## src/rtl/msc_pkg.sv

```systemverilog
package msc_pkg;
    localparam logic [10:0] OFF_CTRL = 11'h000;
    localparam logic [10:0] OFF_IDIRQ = 11'h004;
    localparam logic [10:0] OFF_COPY = 11'h00c;
    localparam logic [10:0] OFF_FIFO_WR = 11'h010;
    localparam logic [10:0] OFF_KEY_FIFO_CLR = 11'h020;
    localparam logic [10:0] OFF_KEY_SOFT_ADV = 11'h024;
    localparam logic [10:0] OFF_KEY_RESET = 11'h060;
    localparam logic [10:0] OFF_FACTOR = 11'h080;
    localparam logic [10:0] OFF_FIFO_LO = 11'h100;
    localparam logic [10:0] OFF_FIFO_HI = 11'h1fc;
    // control/status field positions
    localparam int B_LED = 0;
    localparam int B_FTEST = 1;
    localparam int B_MODE0 = 2;
    localparam int B_MODE1 = 3;
    localparam int B_TPULSE = 4;
    localparam int B_ITEST = 5;
    localparam int B_INT10 = 6;
    localparam int B_PRESC = 7;
    localparam int CLR_OFS = 8;
    localparam int B_EXT_ADV = 16;
    localparam int B_EXT_CLR = 17;
    localparam int B_EXT_INH = 18;
    localparam int B_SW_INH = 19;
    localparam int B_IRQ_EN0 = 20;
    localparam int HI_CLR_OFS = 8;
    localparam int B_FIFO_EMPTY = 8;
    localparam int B_FIFO_AEMPTY = 9;
    localparam int B_FIFO_HALF = 10;
    localparam int B_FIFO_AFULL = 11;
    localparam int B_FIFO_FULL = 12;
    localparam int B_IRQ_ENA = 11;
    localparam int ID_LSB = 12;
    localparam int COPY_FOLD = 24;
    // internal source is 10 MHz on a 200 MHz clock
    localparam int CLK_HZ = 200_000_000;
    localparam int INT_SRC_HZ = 10_000_000;
    localparam int INT_SRC_DIV = CLK_HZ / INT_SRC_HZ;
    localparam int TP_SRC_HZ = 25_000_000;
    localparam int TP_SRC_DIV = CLK_HZ / TP_SRC_HZ;
    localparam logic [31:0] CTRL_RST = 32'h0000_0000;
endpackage

```

## src/rtl/msc_regs.sv

```systemverilog
`timescale 1ns/1ps
`default_nettype none
module msc_regs #(
    parameter int FACTOR_W = 24,
    parameter int NCH = 32,
    parameter logic [15:0] MODULE_ID = 16'h1234, // arbitrary value
    parameter logic [3:0] VERSION = 4'h5, // arbitrary value
    parameter bit LARGE_FIFO = 1'b0
)(
    input wire logic clk,
    input wire logic rst_n,
    // register access port
    input wire logic [10:0] addr,
    input wire logic wr_stb,
    input wire logic rd_stb,
    input wire logic [31:0] wdata,
    output logic [31:0] rdata,
    output logic rvalid,
    // interrupt acknowledge
    input wire logic iack,
    output logic [7:0] iack_vector,
    // fifo side
    input wire logic fifo_full,
    input wire logic fifo_afull,
    input wire logic fifo_half,
    input wire logic fifo_aempty,
    input wire logic fifo_empty,
    input wire logic [31:0] fifo_rdata,
    output logic fifo_rd,
    output logic fifo_wr,
    output logic [31:0] fifo_wdata,
    output logic fifo_clear,
    // slice advance path
    input wire logic ext_adv,
    input wire logic copy_busy,
    output logic slice_advance,
    output logic copy_in_progress,
    output logic [5:0] copy_len,
    // control levels and test pulse
    output logic [31:0] ctrl_out,
    output logic [2:0] irq_level,
    output logic irq_master_en,
    output logic test_pulse
);
    // refuse sizes that the divider and copy decoder cannot serve
    if (FACTOR_W != 24 && FACTOR_W != 28)
    begin : g_bad_factor_w
        $error("factor width must be 24 or 28");
    end
    if (NCH != 32)
    begin : g_bad_nch
        $error("channel count must be 32");
    end

    logic [31:0] ctrl_r;
    logic [11:0] irqc_r;
    logic [31:0] copy_r;
    logic [FACTOR_W-1:0] factor_r;
    logic [FACTOR_W-1:0] pcnt_r;
    logic [4:0] div10_r;
    logic [2:0] div25_r;
    logic tp_r;
    logic wr_ctrl, key_rst, fifo_hit, src_tick, presc_tick, adv_req;
    logic [31:0] status;
    logic soft_adv;

    assign fifo_hit = addr >= msc_pkg::OFF_FIFO_LO
        && addr <= msc_pkg::OFF_FIFO_HI;
    assign wr_ctrl = wr_stb && addr == msc_pkg::OFF_CTRL;
    assign key_rst = wr_stb && addr == msc_pkg::OFF_KEY_RESET;

    // j/k control word; the master avoids set and clear together
    // set wins should both arrive, so the state is never left open
    always_ff @(posedge clk)
    begin
        if (!rst_n || key_rst)
            ctrl_r <= msc_pkg::CTRL_RST;
        else if (wr_ctrl)
        begin
            for (int i = 0; i < 8; i++)
            begin
                // low byte sets, next byte clears
                if (wdata[i]) ctrl_r[i] <= 1'b1;
                else if (wdata[i+msc_pkg::CLR_OFS]) ctrl_r[i] <= 1'b0;
                // byte 2 sets, byte 3 clears
                if (wdata[i+16]) ctrl_r[i+16] <= 1'b1;
                else if (wdata[i+16+msc_pkg::HI_CLR_OFS])
                    ctrl_r[i+16] <= 1'b0;
            end
        end
    end

    // interrupt control, id bits are constants and ignore writes
    always_ff @(posedge clk)
    begin
        if (!rst_n || key_rst)
            irqc_r <= 12'h000;
        else if (wr_stb && addr == msc_pkg::OFF_IDIRQ)
            irqc_r <= wdata[11:0];
    end

    // copy limit; upper seven bits fold onto bit 24 to save logic
    always_ff @(posedge clk)
    begin
        if (!rst_n || key_rst)
            copy_r <= 32'h0000_0000;
        else if (wr_stb && addr == msc_pkg::OFF_COPY)
            copy_r <= {{7{wdata[msc_pkg::COPY_FOLD]}}, wdata[24:0]};
    end

    // lowest set bit gives copy length; none set copies all channels
    // registered to give the long lowest-bit chain a whole cycle
    always_ff @(posedge clk)
    begin
        if (!rst_n)
            copy_len <= 6'h20;
        else
        begin
            copy_len <= 6'h20;
            for (int i = NCH - 1; i >= 0; i--)
                if (copy_r[i]) copy_len <= 6'(i);
        end
    end

    // prescale factor, read back at its own offset
    always_ff @(posedge clk)
    begin
        if (!rst_n || key_rst)
            factor_r <= '0;
        else if (wr_stb && addr == msc_pkg::OFF_FACTOR)
            factor_r <= wdata[FACTOR_W-1:0];
    end

    // 10 MHz and 25 MHz enables from the system clock
    always_ff @(posedge clk)
    begin
        if (!rst_n || div10_r == 5'(msc_pkg::INT_SRC_DIV - 1))
            div10_r <= 5'h00;
        else
            div10_r <= div10_r + 5'h01;
    end

    always_ff @(posedge clk)
    begin
        if (!rst_n)
        begin
            div25_r <= 3'h0;
            tp_r <= 1'b0;
        end
        else
        begin
            div25_r <= div25_r + 3'h1;
            tp_r <= ctrl_r[msc_pkg::B_TPULSE]
                && div25_r == 3'(msc_pkg::TP_SRC_DIV - 1);
        end
    end

    // source select: internal 10 MHz or external advance
    assign src_tick = ctrl_r[msc_pkg::B_INT10] ? (div10_r == 5'h00)
        : (ext_adv && (ctrl_r[msc_pkg::B_EXT_ADV]
        || ctrl_r[msc_pkg::B_EXT_CLR]));

    // prescaler ratio factor+1; zero passes through
    // disabling clears the count, so a new factor starts a fresh period
    always_ff @(posedge clk)
    begin
        if (!rst_n || key_rst || !ctrl_r[msc_pkg::B_PRESC])
            pcnt_r <= '0;
        else if (src_tick)
            pcnt_r <= (pcnt_r >= factor_r) ? '0 : pcnt_r + FACTOR_W'(1);
    end
    assign presc_tick = ctrl_r[msc_pkg::B_PRESC] && src_tick
        && pcnt_r >= factor_r;

    // divided advances only count while the copy logic is free
    assign adv_req = presc_tick && !copy_busy;

    // software advance key bypasses prescaler and busy gate
    assign soft_adv = wr_stb && addr == msc_pkg::OFF_KEY_SOFT_ADV;

    // accepted advances; each one also flags a copy
    always_ff @(posedge clk)
    begin
        if (!rst_n)
        begin
            slice_advance <= 1'b0;
            copy_in_progress <= 1'b0;
        end
        else
        begin
            slice_advance <= adv_req || soft_adv;
            copy_in_progress <= adv_req || soft_adv;
        end
    end

    // status word with fifo flags
    always_comb
    begin
        status = ctrl_r & 32'h00ff_00ff;
        status[msc_pkg::B_FIFO_FULL] = fifo_full;
        status[msc_pkg::B_FIFO_AFULL] = fifo_afull;
        status[msc_pkg::B_FIFO_HALF] = fifo_half;
        status[msc_pkg::B_FIFO_AEMPTY] = LARGE_FIFO ? !fifo_aempty
            : fifo_aempty;
        status[msc_pkg::B_FIFO_EMPTY] = fifo_empty;
    end

    // read mux, registered; unmapped reads give zero
    always_ff @(posedge clk)
    begin
        if (!rst_n)
        begin
            rdata <= 32'h0000_0000;
            rvalid <= 1'b0;
        end
        else
        begin
            rvalid <= rd_stb;
            if (rd_stb)
            begin
                if (addr == msc_pkg::OFF_CTRL)
                    rdata <= status;
                else if (addr == msc_pkg::OFF_IDIRQ)
                    rdata <= {MODULE_ID, VERSION, irqc_r};
                else if (addr == msc_pkg::OFF_FACTOR)
                    rdata <= 32'(factor_r);
                else if (fifo_hit)
                    rdata <= fifo_rdata;
                else
                    rdata <= 32'h0000_0000;
            end
        end
    end

    // fifo strobes and test-mode writes
    always_ff @(posedge clk)
    begin
        if (!rst_n)
        begin
            fifo_rd <= 1'b0;
            fifo_wr <= 1'b0;
            fifo_wdata <= 32'h0000_0000;
            fifo_clear <= 1'b0;
        end
        else
        begin
            fifo_rd <= rd_stb && fifo_hit;
            fifo_wr <= wr_stb && ctrl_r[msc_pkg::B_FTEST]
                && (fifo_hit || addr == msc_pkg::OFF_FIFO_WR);
            fifo_wdata <= wdata;
            fifo_clear <= key_rst
                || (wr_stb && addr == msc_pkg::OFF_KEY_FIFO_CLR);
        end
    end

    // registered copy of the control state for the rest of the scaler
    always_ff @(posedge clk)
    begin
        if (!rst_n)
            ctrl_out <= 32'h0000_0000;
        else
            ctrl_out <= ctrl_r;
    end

    // interrupt level and master enable for the requester
    always_ff @(posedge clk)
    begin
        if (!rst_n)
        begin
            irq_level <= 3'h0;
            irq_master_en <= 1'b0;
        end
        else
        begin
            irq_level <= irqc_r[10:8];
            irq_master_en <= irqc_r[msc_pkg::B_IRQ_ENA];
        end
    end

    // vector only while acknowledged, so an idle bus reads zero
    always_ff @(posedge clk)
    begin
        if (!rst_n)
            iack_vector <= 8'h00;
        else
            iack_vector <= iack ? irqc_r[7:0] : 8'h00;
    end

    // test pulses leave through a flop to keep the output glitch free
    always_ff @(posedge clk)
    begin
        if (!rst_n)
            test_pulse <= 1'b0;
        else
            test_pulse <= tp_r;
    end
endmodule
`default_nettype wire

```

## config.mk

```make
export PLATFORM = sky130hd
export DESIGN_NAME = msc_regs
export DESIGN_NICKNAME = d
export VERILOG_FILES = /design/src/rtl/msc_pkg.sv /design/src/rtl/msc_regs.sv
export SDC_FILE = /design/constraint.sdc
export NUM_CORES = 1
export LEC_CHECK = 0
export ABC_AREA = 1
export BUFFER_PORTS_ARGS = -buffer_cell sky130_fd_sc_hd__clkbuf_2
export CAP_MARGIN = 20
export CORE_MARGIN = 1
export CORE_UTILIZATION = 54
export CTS_CLUSTER_DIAMETER = 80
export DETAILED_ROUTE_END_ITERATION = 8
export HOLD_SLACK_MARGIN = 0.1
export PLACE_DENSITY = 0.77
export SYNTH_ARGS = -nofsm -noshare
export SYNTH_HDL_FRONTEND = slang
export SYNTH_SLANG_ARGS = --single-unit
```

## constraint.sdc

```tcl
create_clock -name clk -period 2.55 [get_ports clk]
set_input_delay 0.51 -clock clk [delete_from_list [all_inputs] [get_ports clk]]
set_output_delay 0.51 -clock clk [all_outputs]
set_load 0.1 [all_outputs]
```

==> flow_summary.toml, run 1 <==
[placement]
finalWeightedCongestion = 0.950
dp_hpwl_um = 18900
pre_cts_slack_ps = 189
port_buffers = 191
dp.cells = 1530

[layout]
diodes = 0
fin_cells = 1569
drive_above_1_share = 0.204
fillers = 1387
nets = 1454
area_growth_pct = 20.8

[floorplan]
core_mm2 = 0.0160
die_h_um = 131
rows = 46
fp.dieW_um = 131
pin_count = 208
fp.dieArea_mm2 = 0.0170
initial_core_util = 0.558

[drt]
vias = 8268
dr.pass1.iters = 5
vias_per_cell = 5.27
ant_nets = 0
wl_per_cell_um = 16.2
drtIter0Drc = 625
drc = 0
wirelength_um = 25400

[setup_path]
critPathLaunchType = "flop"
crit_chain = "inv_1 > ha_1 > a21oi_1 > o21ai_0 > a21oi_1 > nand2_1 > a31oi_1 > nand2_1 > nand2_1 > nand2_1 > buf_12 > nor3b_1"
required_ps = 2970
critPathMostFrequentCell = "nand2_1"
critical-path-max-stage-delay_ps = 390
arrival_ps = 2690
critPathKind = "flop to flop"
cp_slowest_cell = "dfxtp_1"
path_max_fanout = 23
end_kind = "flop"

[yosys]
synth_area_leaders = "dfxtp_1, nand2_1, inv_1"
syn_area_mm2 = 0.00892
synth-seq-area-share = 0.480
syn_avg_cell_area_um2 = 7.74
synthCells = 1152
synth_seq_cells = 214
yosysTopAreaCellShare = 0.480
synthFlopType = "dfxtp_1"
synth-async-reset-ratio = 0
synth_edf_count = 0
synth_top_cell_by_area = "dfxtp_1"
yosysWarningCount = 0
synthMostInstantiatedCell = "nand2_1"
synth_cell_type_count = 44
synth_common_cells = "nand2_1, dfxtp_1, inv_1"

[timing]
tightest_slew_ps = 640
final_hold_viol_count = 0
rsz0062_at_grt = "false"
min_period_over_period = 0.890
finalCriticalPeriod_ps = 2270
fmax_mhz = 441
fin_ws_ps = 280
relSlewSlack = 0.569
final-setup-viol-count = 0
clock_skew_ps = 15.8
tns_ps = 0
drv_slew = 0

[cts]
clockBufferDepth = 3
clk_latency_ps = 510
cts_sinks = 214
cts_resized = 0
cts.clk_slew.worst_paths_ps = 70
ctsHoldBuffers = 0
cts_made_buffers = 22
cts_post_setup_buffers_inserted = 0
cts_htree_levels = 1
cts-root-buf = "clkbuf_16"
cts_tree = "yes"

[pwr]
total_power_w = 0.00734
vdd_ir_drop_max_mv = 0.556
p_leak_nw = 4.87
power_density_mw_per_mm2 = 681

[global_routing]
grt_max_degree = 49
grt_usage = 0.294
overflow = 0
antenna_found_initial = 0
grt_pass1_wl_um = 38200
grt_pass1_vias = 7283

[job]
drv_cap = 0

[worst_hold_path]
hp-class = "input port to flop"

[outcome]
status = "complete, no violations"
==> routing by layer <==
layer	track usage	routed length, um	vias to the layer above
li1	-	-	4064
met2	0.483	11700	383
met4	0.131	940	0
met5	0	0	-
met3	0.0489	2090	60
met1	0.381	10700	3761
==> path summary, 6_finish.rpt <==
check | start | to | slack [ps] | cells after the start
worst max register to register | factor_r[23] | pcnt_r[12] | 280 | 12
worst min register to register | div25_r[0] | div25_r[0] | 420 | 1
worst min-delay path | wdata[26] | fifo_wdata[26] | 200 | 3
worst max-delay path | factor_r[23] | pcnt_r[12] | 280 | 12
==> where the power goes <==
part,total (W),switching [W],internal (W),leakage (nW)
clock,0.00313,0.00129,0.00184,0.343
sequential,0.00342,0.0000218,0.00340,1.74
combinational,0.000793,0.000660,0.000134,2.79
total,0.00734,0.00197,0.00537,4.87
==> layout by cell type (no fill, tap or decap), types with 6 or more instances in the layout <==
cell type  netlist  final
inv_1          155    155
o21ai_0         57     57
xnor2_1          6      6
dfxtp_1        214    214
nor2_2           6      7
nand4_1          8      8
clkbuf_1        40      7
a21oi_1         92     92
clkbuf_2         0    191
nand2_1        264    264
xor2_1           6      6
nand3_1         46     46
ha_1            29     29
nor3_1          11     11
conb_1           1     16
clkbuf_16        0     23
a211oi_1        16     16
nor2_1          93     92
a311oi_1         6      6
a31oi_1         10     10
o221ai_1         9      9
inv_2            6      6
buf_4           19     17
a32o_1           7      7
==> cell families after synthesis <==
logic type	after synthesis	synth area share
adders and majority gates	29	0.0407
buffers and inverters	227	0.104
AOI/OAI and AO/OA	214	0.143
xor gates and xnor gates	12	0.0118
and+or+nand+nor	455	0.220
DFF	214	0.480
other	1	0.000420
==> registers in the layout (all words and copies together) (netlist names), 12 cells and up <==
name / flops
copy_r: 25
ctrl_out: 16
pcnt_r: 24
fifo_wdata: 32
ctrl_r: 16
factor_r: 24
irqc_r: 12
rdata: 32
==> worst max-delay path: cells and delay by family (launching register included) <==
| family | cells | cell delay [ps] |
|---|---|---|
| AO/OA/AOI/OAI | 4 | 630 |
| flip-flops | 1 | 390 |
| AND/OR/NAND/NOR | 5 | 560 |
| buffers and inverters | 2 | 270 |
| adder cells (fa/ha/maj) | 1 | 330 |
==> metrics by stage <==
stage	cell area (um2)	util	hold slack (ps)
2_1_floorplan	8980	-	390
3_3_place_gp	10100	0.630	409
3_5_place_dp	10100	0.630	414
4_1_cts	10800	0.674	189
5_1_grt	10800	0.674	211
6_report	10800	0.674	197
==> cell type report <==
type	count	area [um2]	area share
tap	216	270	0.0251
multi-input combinational	726	3760	0.349
sequential	214	4280	0.398
inverter	163	614	0.0570
timing repair buffer	211	1140	0.106
clock inverter	6	57.6	0.00534
clock buffer	33	643	0.0597
Power figures use the tool's default switching activity.
==> run 2, diff against run 1 <==
--- a/config.mk
+++ b/config.mk
@@ -13,7 +13,7 @@
 export CTS_CLUSTER_DIAMETER = 80
 export DETAILED_ROUTE_END_ITERATION = 8
 export HOLD_SLACK_MARGIN = 0.1
-export PLACE_DENSITY = 0.77
+export PLACE_DENSITY = 0.8
 export SYNTH_ARGS = -nofsm -noshare
 export SYNTH_HDL_FRONTEND = slang
 export SYNTH_SLANG_ARGS = --single-unit
==> run 2 against run 1 <==
Count of clock-buffer cells in the layout down 1. Sequential share of layout area down 0.31 points. Register-to-register slack about the same. First-iteration DRC count up 18%. Utilization up 0.53 points. Worst setup slack worse by 4.1 ps. Via count down 0.21%. Combinational power up 0.9%. Highest routed layer unchanged.
==> flow_summary.toml, run 2 (same netlist as run 1, synthesis figures left out) <==
[layout]
fillers = 1378
ff_latch_area_mm2 = 0.00428
area_growth_pct = 21.8
layout_commonest_cell = "nand2_1"
nets = 1459
most-common-layout-cells = "nand2_1, dfxtp_1, clkbuf_2"
reg.largest.list = "fifo_wdata (32), rdata (32), copy_r (25)"
diodes = 0
drive_above_1_share = 0.208
multi_input_area_mm2 = 0.00376
fin_cells = 1574

[placement]
dp.cells = 1534
port_buffers = 191
pre_cts_slack_ps = 151
dp_hpwl_um = 18700
finalWeightedCongestion = 0.939

[cts]
cts_post_setup_buffers_inserted = 0
cts_sinks = 214
cts_htree_levels = 1
clockBufferDepth = 3
cts.clk_slew.worst_paths_ps = 60
ctsHoldBuffers = 0
clk_latency_ps = 510
cts_made_buffers = 23
cts_resized = 0
cts_tree = "yes"
cts-root-buf = "clkbuf_16"

[drt]
vias = 8251
wirelength_um = 25500
ant_nets = 0
vias_per_cell = 5.24
drc = 0
dr.pass1.iters = 7
drtIter0Drc = 740
wl_per_cell_um = 16.2

[pwr]
p_leak_nw = 4.93
clkPwrFrac = 0.446
vdd_ir_drop_max_mv = 0.599
total_power_w = 0.00762
combPwrFrac = 0.105
p_seq_frac = 0.449
power_density_mw_per_mm2 = 701
power.switching_w = 0.00201
netSwitchingFraction = 0.264
power.internal_w = 0.00561

[global_routing]
antenna_found_initial = 0
grt_pass1_wl_um = 38700
overflow = 0
grt_pass1_vias = 7434
grt_usage = 0.296
grt_max_degree = 49

[timing]
min_period_over_period = 0.892
clock_skew_ps = 7.68
fin_ws_ps = 276
tightest_slew_ps = 697
relSlewSlack = 0.531
rsz0062_at_grt = "false"
tns_ps = 0
fmax_mhz = 440
final_hold_viol_count = 0
finalCriticalPeriod_ps = 2270
drv_slew = 0
final-setup-viol-count = 0

[floorplan]
fp.dieW_um = 131
core_mm2 = 0.0160
fp.dieArea_mm2 = 0.0170
pin_count = 208
die_h_um = 131
initial_core_util = 0.558
rows = 46

[setup_path]
arrival_ps = 2700
r2r_slack_ps = 280
required_ps = 2970
critPathLaunchType = "flop"
end_kind = "flop"
critPathKind = "flop to flop"
path_max_fanout = 23

[outcome]
status = "complete, no violations"

[job]
drv_cap = 0

[worst_hold_path]
hp-class = "input port to flop"
-- run 2: changes by cell type in the layout (fill, tap and decap cells not counted), sizes merged --
cell      previous run  this run
buf                 20        24
bufinv               1         3
clkbuf             224       223
clkinvlp             1         0
inv                162       163
-- run 2: power groups by stage --
stage,Clock (W),Combinational (W),Sequential [W]
3_5_place_dp,0,0.000789,0.00349
4_1_cts,0.00342,0.000794,0.00342
3_3_place_gp,0,0.000786,0.00349
2_1_floorplan,0,0.000264,0.00382
6_report,0.00340,0.000800,0.00342
5_1_grt,0.00357,0.000832,0.00342
-- run 2: path summary, 6_finish.rpt --
| kind | from | to | depth (start not counted) |
|---|---|---|---|
| setup reg to reg | factor_r[23] | pcnt_r[6] | 12 |
| setup / recovery | factor_r[23] | pcnt_r[6] | 12 |
| hold / removal | wdata[25] | fifo_wdata[25] | 3 |
| hold reg to reg | div25_r[0] | div25_r[0] | 1 |
-- run 2: cell type report --
type                            count  area share
Clock inverter                      8      0.0109
Multi-Input combinational cell    726       0.347
Inverter                          163      0.0566
Sequential cell                   214       0.394
Timing Repair Buffer              215       0.107
Tap cell                          216      0.0249
Clock buffer                       32      0.0598
-- run 2: critical path: stages, from the launching register on --
cell,delay [ps]
dfxtp_1,390
inv_1,90
ha_1,330
a21oi_1,160
o21ai_0,100
a21oi_1,200
nand2_1,80
a31oi_1,190
nand2_1,90
nand2_1,120
nand2_1,100
buf_12,170
nor3b_1,180
-- run 2: per-stage QoR --
stage                     hold WS [ps]  cell area [um2]   util
after floorplan                    390             8980      -
after global placement             410            10100  0.631
after detailed placement           416            10100  0.631
after CTS                          186            10900  0.679
after global routing               209            10900  0.679
final                              195            10900  0.679
-- run 2: layer usage --
layer / wire length [um] / global-route usage / vias up
met2: 11500 / 0.481 / 362
met4: 1070 / 0.138 / 0
li1: - / - / 4070
met3: 2010 / 0.0497 / 71
met5: 0 / 0 / -
met1: 10800 / 0.384 / 3748
==> run 3, diff against run 2 <==
--- a/config.mk
+++ b/config.mk
@@ -5,15 +5,13 @@
 export SDC_FILE = /design/constraint.sdc
 export NUM_CORES = 1
 export LEC_CHECK = 0
-export ABC_AREA = 1
 export BUFFER_PORTS_ARGS = -buffer_cell sky130_fd_sc_hd__clkbuf_2
 export CAP_MARGIN = 20
 export CORE_MARGIN = 1
-export CORE_UTILIZATION = 54
+export CORE_UTILIZATION = 35
 export CTS_CLUSTER_DIAMETER = 80
 export DETAILED_ROUTE_END_ITERATION = 8
 export HOLD_SLACK_MARGIN = 0.1
-export PLACE_DENSITY = 0.8
 export SYNTH_ARGS = -nofsm -noshare
 export SYNTH_HDL_FRONTEND = slang
 export SYNTH_SLANG_ARGS = --single-unit
==> run 3 against run 2 <==
Synthesized area decreased by 1.2%. Largest cell class unchanged. Routed wire length increased by 0.56%. Cell area increased by 1.3%. Hold slack improved by 23 ps. Sequential share of layout area decreased by 0.50 points. Critical endpoint is now pcnt_r[0]. Cell count decreased by 2.7%.
==> flow_summary.toml, run 3 <==
[pwr]
power_density_mw_per_mm2 = 708
p_leak_nw = 4.61
vdd_ir_drop_max_mv = 0.464
total_power_w = 0.00779

[setup_path]
rr_startpoint = "pcnt_r[0]"
critPathLaunchType = "flop"
path_max_fanout = 5
end_kind = "flop"
critical-path-max-stage-delay_ps = 410
arrival_ps = 2810
critPathKind = "flop to flop"
worst-r2r-cell-count = 8
cp_slowest_cell = "a2111oi_2"
r2r_end = "pcnt_r[0]"
crit_chain = "inv_1 > ha_1 > nand2b_1 > a2111oi_2 > o41ai_1 > o31a_1 > or4_1 > a21oi_1"
r2r_slack_ps = 180
required_ps = 2990

[placement]
post_dp_cell_area_mm2 = 0.0102
port_buffers = 191
dp_hpwl_um = 18600
finalWeightedCongestion = 0.860

[drt]
vias_per_cell = 4.93
drc = 0
wirelength_um = 25600
drtIter0Drc = 483
vias = 7555
ant_nets = 0
dr.pass1.iters = 5
wl_per_cell_um = 16.7

[job]
drv_cap = 0

[yosys]
syn_avg_cell_area_um2 = 8.85
synth_area_leaders = "dfxtp_1, nand2_1, and2_1"
synthCells = 996
synth_edf_count = 0
synth_cell_type_count = 64
synth-seq-area-share = 0.486
synthMostInstantiatedCell = "dfxtp_1"
yosysTopAreaCellShare = 0.486
yosysWarningCount = 0
synth-async-reset-ratio = 0
synth_seq_cells = 214
synth_top_cell_by_area = "dfxtp_1"
synthFlopType = "dfxtp_1"
synth_common_cells = "dfxtp_1, nand2_1, nor2_1"
syn_area_mm2 = 0.00882

[cts]
cts_post_setup_buffers_inserted = 0
clk_latency_ps = 510
ctsHoldBuffers = 0
cts_sinks = 214
cts.clk_slew.worst_paths_ps = 60
cts-root-buf = "clkbuf_16"
clockBufferDepth = 3
cts_tree = "yes"
cts_htree_levels = 1
cts_resized = 0
cts_made_buffers = 24

[layout]
diodes = 0
layout_commonest_cell = "dfxtp_1"
nets = 1306
reg.largest.list = "fifo_wdata (32), rdata (32), copy_r (25)"
drive_above_1_share = 0.236
fillers = 2426
stdcell_area_mm2 = 0.0110
area_growth_pct = 24.8
most-common-layout-cells = "dfxtp_1, clkbuf_2, nand2_1"

[timing]
finalCriticalPeriod_ps = 2370
clock_skew_ps = 14.1
rsz0062_at_grt = "false"
tightest_slew_ps = 903
tns_ps = 0
drv_slew = 0
min_period_over_period = 0.929
holdWs_ps = 218
final_hold_viol_count = 0
final-setup-viol-count = 0
fmax_mhz = 422
relSlewSlack = 0.398

[global_routing]
grt_max_degree = 77
antenna_found_initial = 0
grt_pass1_wl_um = 39700
overflow = 0
grt_usage = 0.195
grt_pass1_vias = 7107

[outcome]
status = "complete, no violations"

[worst_hold_path]
whs_endpoint = "fifo_wdata[26]"
hp-class = "input port to flop"
hp-start = "wdata[26]"
hold_depth = 2

[floorplan]
fp.dieArea_mm2 = 0.0258
fp.dieW_um = 161
pin_count = 208
core_mm2 = 0.0245
rows = 57
die_h_um = 161
initial_core_util = 0.359
run 3: changes by cell type after synthesis, moves of 13 or more:
cell	delta
o21ai_0	-30
mux2i_1	+13
nor2_1	-20
and2_1	+59
clkbuf_1	-13
a21oi_1	-23
inv_1	-120
nand3_1	-33
and3_1	+21
nand2_1	-77
a22oi_1	+18
a211oi_1	-15
buf_2	+14
run 3: layer usage:
| metal | up-vias | track usage | wire, um |
|---|---|---|---|
| met1 | 3515 | 0.255 | 11500 |
| met5 | - | 0 | 0 |
| met2 | 249 | 0.332 | 12000 |
| met4 | 0 | 0.0532 | 567 |
| li1 | 3756 | - | - |
| met3 | 35 | 0.0325 | 1590 |
run 3: worst max-delay path by stage:
| stage | to | start | cells after the start |
|---|---|---|---|
| 2_1_floorplan | pcnt_r[0] | pcnt_r[0] | 8 |
| 3_3_place_gp | ctrl_r[23] | addr[5] | 8 |
| 3_5_place_dp | ctrl_r[18] | addr[5] | 8 |
| 4_1_cts | pcnt_r[0] | pcnt_r[0] | 8 |
| 5_1_grt | pcnt_r[0] | pcnt_r[0] | 8 |
| 6_report | pcnt_r[0] | pcnt_r[0] | 8 |
run 3: cells by family (layout without fill, tap and decap cells):
| family | Yosys count | after routing | synth area share |
|---|---|---|---|
| DFF | 214 | 214 | 0.486 |
| buffers and inverters | 102 | 298 | 0.0538 |
| and+or+nand+nor | 417 | 417 | 0.231 |
| AOI/OAI and AO/OA | 188 | 188 | 0.138 |
| xor gates and xnor gates | 23 | 23 | 0.0229 |
| muxes | 22 | 22 | 0.0263 |
| adders and majority gates | 29 | 29 | 0.0412 |
| other | 1 | 16 | 0.000425 |
run 3: area by class of cell:
| cell class | count | area, um2 | share of cell area |
|---|---|---|---|
| flip-flops and latches | 214 | 4280 | 0.389 |
| well taps | 324 | 405 | 0.0369 |
| clock buffers | 38 | 754 | 0.0686 |
| clock inverters | 5 | 75.1 | 0.00682 |
| multi-input cells | 695 | 4140 | 0.376 |
| repair buffers | 220 | 1210 | 0.110 |
| inverters | 35 | 131 | 0.0119 |
run 3: where the power goes:
part	switching (W)	internal [W]	leakage [nW]
sequential	0.0000229	0.00340	1.74
clock	0.00135	0.00222	0.411
combinational	0.000648	0.000147	2.47
run 3: stage by stage:
step	std cells	setup slack [ps]	utilization
6_report	1531	182	0.448
5_1_grt	1531	84.2	0.448
4_1_cts	1531	218	0.448
2_1_floorplan	1011	447	-
3_3_place_gp	1488	242	0.415
3_5_place_dp	1488	237	0.415
run 3: worst max-delay path: cells and delay by family, from the launching register on:
family / cells / cell delay, ps
adder cells (fa/ha/maj): 1 / 260
buffers and inverters: 1 / 60
flip-flops: 1 / 400
AND/OR/NAND/NOR: 2 / 550
AO/OA/AOI/OAI: 4 / 1010
